[config.mk]
export PLATFORM = sky130hd
export DESIGN_NAME = module_sequencer_flat
export DESIGN_NICKNAME = d
export VERILOG_FILES = /design/src/pwrseq_pkg.sv /design/src/pwrseq_if.sv /design/src/module_sequencer.sv /design/src/flat_wrapper.sv
export SDC_FILE = /design/constraint.sdc
export NUM_CORES = 1
export LEC_CHECK = 0
export BUFFER_PORTS_ARGS = -buffer_cell sky130_fd_sc_hd__buf_2
export CORE_MARGIN = 2
export CORE_UTILIZATION = 62
export CTS_CLUSTER_DIAMETER = 120
export DETAILED_ROUTE_END_ITERATION = 7
export PLACE_DENSITY = 0.84
export SYNTH_ARGS = -nofsm -noshare
export SYNTH_HDL_FRONTEND = slang
export SYNTH_SLANG_ARGS = --single-unit
export TNS_END_PERCENT = 1
[constraint.sdc]
create_clock -name clk -period 2.6 [get_ports clk]
set_input_delay 0.39 -clock clk [delete_from_list [all_inputs] [get_ports clk]]
set_output_delay 0.39 -clock clk [all_outputs]
set_load 0.01 [all_outputs]
[src/pwrseq_pkg.sv]
// Shared constants and types for the wireless module power sequencer.
// Assumes a 200 MHz system clock shared by both ends.
package pwrseq_pkg;
  localparam int ClkPeriodNs = 5;
  // Reference clock settle interval and BT wake (RTS fall) upper limit, in ms.
  localparam int RefSettleMs = 55;
  localparam int BtWakeMaxMs = 100;
  // Least enable low time in us.
  localparam int EnableLowUs = 64;
  localparam int NsPerMs = 1000000;
  localparam int NsPerUs = 1000;
  localparam int RefSettleCycles = RefSettleMs * (NsPerMs / ClkPeriodNs);
  localparam int BtWakeMaxCycles = BtWakeMaxMs * (NsPerMs / ClkPeriodNs);
  localparam int EnableLowCycles = (EnableLowUs * NsPerUs + ClkPeriodNs - 1) / ClkPeriodNs;
  // Delay from reference clock valid to the UART completion mark.
  localparam int BtFinishMs = 5;
  localparam int BtFinishCycles = BtFinishMs * (NsPerMs / ClkPeriodNs);
  localparam int CountWidth = 25;
  // Host-side default bring-up length, arbitrary.
  localparam int HostBringupCycles = 16;

  typedef logic [CountWidth-1:0] count_t;
  typedef enum logic [1:0] {CoreOff, CoreSettle, CoreWake, CoreReady} core_state_t;
endpackage

[src/pwrseq_if.sv]
// Interface joining the host end to the module end.
// Assumes both ends share one clock.
`timescale 1ns/100ps
interface pwrseq_if;
  logic ioSupply;
  logic sleepClockPresent;
  logic batterySupply;
  logic wlanCoreEnable;
  logic btCoreEnable;
  logic uartRtsN;
  logic sdioAttached;

  modport device (
    input ioSupply,
    input sleepClockPresent,
    input batterySupply,
    input wlanCoreEnable,
    input btCoreEnable,
    output uartRtsN,
    input sdioAttached
  );
  modport host (
    output ioSupply,
    output sleepClockPresent,
    output batterySupply,
    output wlanCoreEnable,
    output btCoreEnable,
    input uartRtsN,
    output sdioAttached
  );
endinterface

[src/module_sequencer.sv]
// Module-side power sequencer: per-core reference clock settle, DC-DC and
// clock request outputs, and the UART completion mark for the BT core.
// Assumes the host keeps its own ordering of supplies and enables.
//
// Operation
// - Host drives no I/O without I/O supply.
// - Wlan_core_enable only after supplies, sleep clock.
// - Reference clock valid 55 ms after Wlan_core_enable.
// - Host bring-up follows reference clock valid.
// - DC-DC request held while any core runs.
// - Clock request held while any core runs.
// - Wlan_core_enable low at least 64 us.
// - Bt_core_enable only after stable supplies.
// - BT reference clock stable within 55 ms.
// - RTS falls within 100 ms of Bt_core_enable.
// - Host interfaces recognised automatically.
`timescale 1ns/100ps
module module_sequencer (
  input wire logic clk,
  input wire logic resetn,
  pwrseq_if.device link,
  output logic dcdcRequest,
  output logic refClockRequest,
  output logic refClockValid,
  output logic wlanBringupReady,
  output logic btInterfaceReady
);
  import pwrseq_pkg::*;

  typedef struct packed {
    core_state_t wlanState;
    core_state_t btState;
    count_t wlanCount;
    count_t btCount;
    logic refValid;
    logic rtsN;
    logic dcdc;
    logic clkReq;
  } seq_t;

  seq_t s_reg, s_next;

  function automatic logic countDone(input count_t c, input int limit);
    countDone = (c >= count_t'(limit - 1));
  endfunction

  always_comb begin
    s_next = s_reg;
    // WLAN core; a drop of its enable powers the core down at once.
    if (!link.wlanCoreEnable) begin
      s_next.wlanState = CoreOff;
      s_next.wlanCount = '0;
    end else begin
      case (s_reg.wlanState)
        CoreOff: begin
          s_next.wlanState = CoreSettle;
          s_next.wlanCount = '0;
        end
        CoreSettle: begin
          s_next.wlanCount = s_reg.wlanCount + count_t'(1);
          if (countDone(s_reg.wlanCount, RefSettleCycles)) begin
            s_next.wlanState = CoreReady;
          end
        end
        CoreWake: s_next.wlanState = CoreReady;
        CoreReady: s_next.wlanState = CoreReady;
        default: s_next.wlanState = CoreOff;
      endcase
    end
    // BT core; the reference clock settles first, then RTS falls.
    if (!link.btCoreEnable) begin
      s_next.btState = CoreOff;
      s_next.btCount = '0;
    end else begin
      case (s_reg.btState)
        CoreOff: begin
          s_next.btState = CoreSettle;
          s_next.btCount = '0;
        end
        CoreSettle: begin
          s_next.btCount = s_reg.btCount + count_t'(1);
          if (countDone(s_reg.btCount, RefSettleCycles)) begin
            s_next.btState = CoreWake;
            s_next.btCount = '0;
          end
        end
        CoreWake: begin
          s_next.btCount = s_reg.btCount + count_t'(1);
          if (countDone(s_reg.btCount, BtFinishCycles)) begin
            s_next.btState = CoreReady;
          end
        end
        CoreReady: s_next.btState = CoreReady;
        default: s_next.btState = CoreOff;
      endcase
    end
    // Requests stay up while either core is enabled, so a WLAN power-down
    // never pulls the shared clock or supply away from a running BT core.
    s_next.dcdc = link.wlanCoreEnable || link.btCoreEnable;
    s_next.clkReq = link.wlanCoreEnable || link.btCoreEnable;
    s_next.refValid = (s_next.wlanState == CoreReady) ||
                      (s_next.btState == CoreWake) || (s_next.btState == CoreReady);
    s_next.rtsN = !(s_next.btState == CoreReady);
  end

  always_ff @(posedge clk or negedge resetn) begin
    if (!resetn) begin
      s_reg <= '{wlanState: CoreOff, btState: CoreOff, wlanCount: '0, btCount: '0,
                 refValid: 1'b0, rtsN: 1'b1, dcdc: 1'b0, clkReq: 1'b0};
    end else begin
      s_reg <= s_next;
    end
  end

  assign dcdcRequest = s_reg.dcdc;
  assign refClockRequest = s_reg.clkReq;
  assign refClockValid = s_reg.refValid;
  assign link.uartRtsN = s_reg.rtsN;
  // Interfaces need no selection step: each core answers on its own port.
  assign wlanBringupReady = (s_reg.wlanState == CoreReady) && link.sdioAttached;
  assign btInterfaceReady = (s_reg.btState == CoreReady);
endmodule

[src/flat_wrapper.sv]
// flat-port wrapper written by rule: the top's interface ports become plain ports
module module_sequencer_flat import pwrseq_pkg::*;
  (clk, resetn, dcdcRequest, refClockRequest, refClockValid, wlanBringupReady, btInterfaceReady, link_ioSupply, link_sleepClockPresent, link_batterySupply, link_wlanCoreEnable, link_btCoreEnable, link_uartRtsN, link_sdioAttached);
  pwrseq_if link_i ();
  input wire logic clk;
  input wire logic resetn;
  output logic dcdcRequest;
  output logic refClockRequest;
  output logic refClockValid;
  output logic wlanBringupReady;
  output logic btInterfaceReady;
  input wire logic [$bits(link_i.ioSupply)-1:0] link_ioSupply;
  input wire logic [$bits(link_i.sleepClockPresent)-1:0] link_sleepClockPresent;
  input wire logic [$bits(link_i.batterySupply)-1:0] link_batterySupply;
  input wire logic [$bits(link_i.wlanCoreEnable)-1:0] link_wlanCoreEnable;
  input wire logic [$bits(link_i.btCoreEnable)-1:0] link_btCoreEnable;
  output wire logic [$bits(link_i.uartRtsN)-1:0] link_uartRtsN;
  input wire logic [$bits(link_i.sdioAttached)-1:0] link_sdioAttached;
  assign link_i.ioSupply = link_ioSupply;
  assign link_i.sleepClockPresent = link_sleepClockPresent;
  assign link_i.batterySupply = link_batterySupply;
  assign link_i.wlanCoreEnable = link_wlanCoreEnable;
  assign link_i.btCoreEnable = link_btCoreEnable;
  assign link_uartRtsN = link_i.uartRtsN;
  assign link_i.sdioAttached = link_sdioAttached;
  module_sequencer u_core (.clk(clk), .resetn(resetn), .link(link_i), .dcdcRequest(dcdcRequest), .refClockRequest(refClockRequest), .refClockValid(refClockValid), .wlanBringupReady(wlanBringupReady), .btInterfaceReady(btInterfaceReady));
endmodule
==> key figures <==
Outcome
  • Status: finished clean

Global routing
  • Pin count of the biggest net entering global routing: 31
  • First-pass GRT wire length: roughly 13000 um
  • Total track usage: 0.285
  • Grt total ovfl: 0
  • Initial antenna violation count: 0
  • Vias in the first global route: between 2000 and 3000

Detailed routing
  • DRC viols: 0
  • Starting DRT DRC Count: ~310
  • Pre-antenna DRT Iters: 5
  • Routed via count: slightly above 3000
  • Routed wire length: 7830 um
  • Via-to-Cell Ratio: between 6 and 7
  • Drt wl/cell: 17.2 um
  • ANT nets after route: 0

Cells and area
  • Cell area after layout: roughly 0.0037 sq mm
  • Final #Nets: between 300 and 400
  • Share of layout cells above drive strength 1: 0.127
  • Max FFs per register: 54
  • Ant diodes: 0
  • P&R area growth vs syn: 11.8%

Critical path
  • Slowest CP cell: or4_1
  • Required time of the critical path: 2.86 ns
  • Crit start category: register
  • Arr. time, crit path: approximately 2.6 ns
  • Crit-path max FO: 13
  • CP cell instances: ha_1 -> nand3_2 -> nor2_2 -> o2111ai_1 -> a31oi_2 -> buf_4 -> or4_1 -> o21ai_0
  • WS Path Type: reg -> reg
  • Critical Path Max Stage Delay: around 0.48 ns
  • CP endpoint kind: register

Die
  • Die ar.: 0.00594 sq mm
  • Die H: 77.1 um
  • DIE WIDTH: about 77 um
  • Std-Cell Rows: 26
  • Core ar.: between 0.005 and 0.006 sq mm
  • IO Count: 14
  • Initial Utilization: 0.645

Logic synthesis
  • Sequential element share of the synthesized area: 0.431
  • Largest cells by area after synthesis: dfrtp_1 (42%), o21ai_0 (8.6%), nand2_1 (4.9%)
  • Post-synth top area share: 0.423
  • Syn. warnings: 0
  • Number of synthesized flops with an enable pin: 0
  • Async SR Flop Fraction: 1.00
  • Post-synthesis register bit count: between 50 and 60
  • Mapped cell area: between 0.003 and 0.004 sq mm
  • Yosys cell types: between 60 and 70
  • Yosys top cell by area: dfrtp_1
  • Mapped Nets: between 300 and 400
  • Top_reg_cell synth: dfrtp_1
  • Syn_area_per_cell: roughly 9 sq um
  • Cell count after synthesis: around 370

Clock network
  • Clock Sinks: 57
  • Clock buffer depth: 2
  • H-tree depth: 3
  • TritonCTS clock tree: yes
  • Setup repair bufs after CTS: 0
  • Clock transition at the registers of the reported paths: roughly 0.070 ns
  • Root Buffer: clkbuf_8
  • Worst skew pair latency: 0.35 ns
  • Post-cts hold buffer count: 0
  • Inserted Clock Buffers: 9
  • Cts repair resizes: 0

Min path
  • Worst hold path type: in -> async

Placement
  • Dpl hpwl: 4990 um
  • Dpl ws: between 0.3 and 0.4 ns
  • Area after DPL: ~0.0034 sq mm
  • IO buf count: 10
  • Gpl congestion: slightly below 0.9

STA
  • Max-slew violation count: 0
  • Fmax: around 430 MHz
  • Final Hold Fails: 0
  • RSZ-0062 raised after global routing: no
  • Final Skew: 0.00661 ns
  • Hold WS: approximately 0.076 ns
  • Relative slew slack: 0.472
  • Fin crit share: 0.889
  • Fin Setup TNS: 0 ns
  • Worst Tran Pin Value: a little under 0.8 ns
  • Setup slack after layout: 0.288 ns
  • Minimum clock period: about 2.3 ns
  • Setup violators final: 0

Pwr
  • Final Power: 2.13 mW
  • Peak VDD IR: approximately 0.37 mV
  • Leak pwr: around 1.6 nW
  • Power Dens Cells: a little under 600 mW/mm^2

Job
  • Max cap viols: 0
[logic make-up after synthesis]
kind of cell               Yosys count  share of synthesized area
buffers and inverters               20                     0.0291
and+or+nand+nor                    167                      0.288
muxes                                1                    0.00302
adders and majority gates            7                     0.0264
AOI/OAI and AO/OA                  114                      0.215
xor gates and xnor gates             3                    0.00793
DFF                                 57                      0.431
[metrics by stage]
| stage | cells | util |
|---|---|---|
| after floorplan | 369 | - |
| after global placement | 440 | 0.669 |
| after detailed placement | 440 | 0.669 |
| after CTS | 456 | 0.721 |
| after global routing | 456 | 0.721 |
| final | 456 | 0.721 |
[synth_stat cells (all sizes together), types with 3 or more instances]
cell type / n
inv: 4
clkbuf: 10
nor2: 13
and4: 3
a31oi: 8
nor2b: 6
nand4: 15
o31ai: 7
o21ai: 62
o32ai: 6
a21oi: 11
nand2: 43
or3: 8
buf: 6
nor3: 14
or4: 4
nor4: 8
nand3: 16
and2: 7
dfrtp: 56
and3: 14
nand2b: 3
ha: 7
a21o: 8
[path summary, 6_finish.rpt]
| check | startpoint | end | slack [ns] | depth (start not counted) |
|---|---|---|---|---|
| worst max register to register | u_core.s_reg[4]$_DFFE_PN0P_ | u_core.s_reg[22]$_DFFE_PN0P_ | 0.29 | 8 |
| min in group clk | link_wlanCoreEnable | u_core.s_reg[56]$_DFF_PN0_ | 0.26 | 1 |
| worst max-delay path | u_core.s_reg[4]$_DFFE_PN0P_ | u_core.s_reg[22]$_DFFE_PN0P_ | 0.29 | 8 |
| max in group asynchronous | resetn | u_core.s_reg[30]$_DFFE_PN0P_ | 1.93 | 2 |
| worst min-delay path | resetn | u_core.s_reg[12]$_DFFE_PN0P_ | 0.08 | 1 |
| worst min register to register | u_core.s_reg[48]$_DFFE_PN0P_ | u_core.s_reg[48]$_DFFE_PN0P_ | 0.51 | 1 |
[final cells by class]
type	instances	area, sq um
well taps	70	87.6
fillers	368	1440
multi-input cells	292	1800
flip-flops and latches	57	1430
clock inverters	4	97.6
clock buffers	12	165
inverters	4	15.0
repair buffers	17	115
[placed cells by master (no fill, tap or decap), types with 4 or more instances in the layout]
cell	synthesis	routed
and3_1	12	12
dfrtp_1	56	56
clkbuf_8	0	12
nand3_1	14	14
nand4_1	15	15
o21ai_0	57	57
o31ai_1	6	6
buf_4	3	6
o21ai_1	4	4
nor4_1	8	8
nand2_1	43	43
a31oi_1	7	7
nor2_1	12	12
a21o_1	8	8
and2_1	6	6
ha_1	7	7
a21oi_1	11	11
buf_2	2	10
nor3_1	12	12
inv_1	4	4
o32ai_1	6	6
nor2b_1	6	6
or3_1	8	8
[critical path: cells and delay by family (launching register included)]
kind	cells	cell delay, ns
buf+inv	1	0.21
fa+ha+maj	1	0.27
simple gates	3	0.68
flops	1	0.43
compound gates	3	0.64
[power by group]
group	leakage, nW	internal, mW	total [mW]	switching, mW
Sequential	0.785	0.893	0.902	0.00872
Clock	0.129	0.715	1.09	0.373
Combinational	0.653	0.0487	0.145	0.0960
Total	1.57	1.66	2.13	0.477
[layer usage]
layer	part of all wire	wire (um)	GRT usage
met5	0	0	0
met4	0.019	146	0.123
met3	0.093	725	0.0576
met2	0.45	3560	0.424
met1	0.43	3400	0.406
No activity file was read; power rests on OpenSTA's default activity.
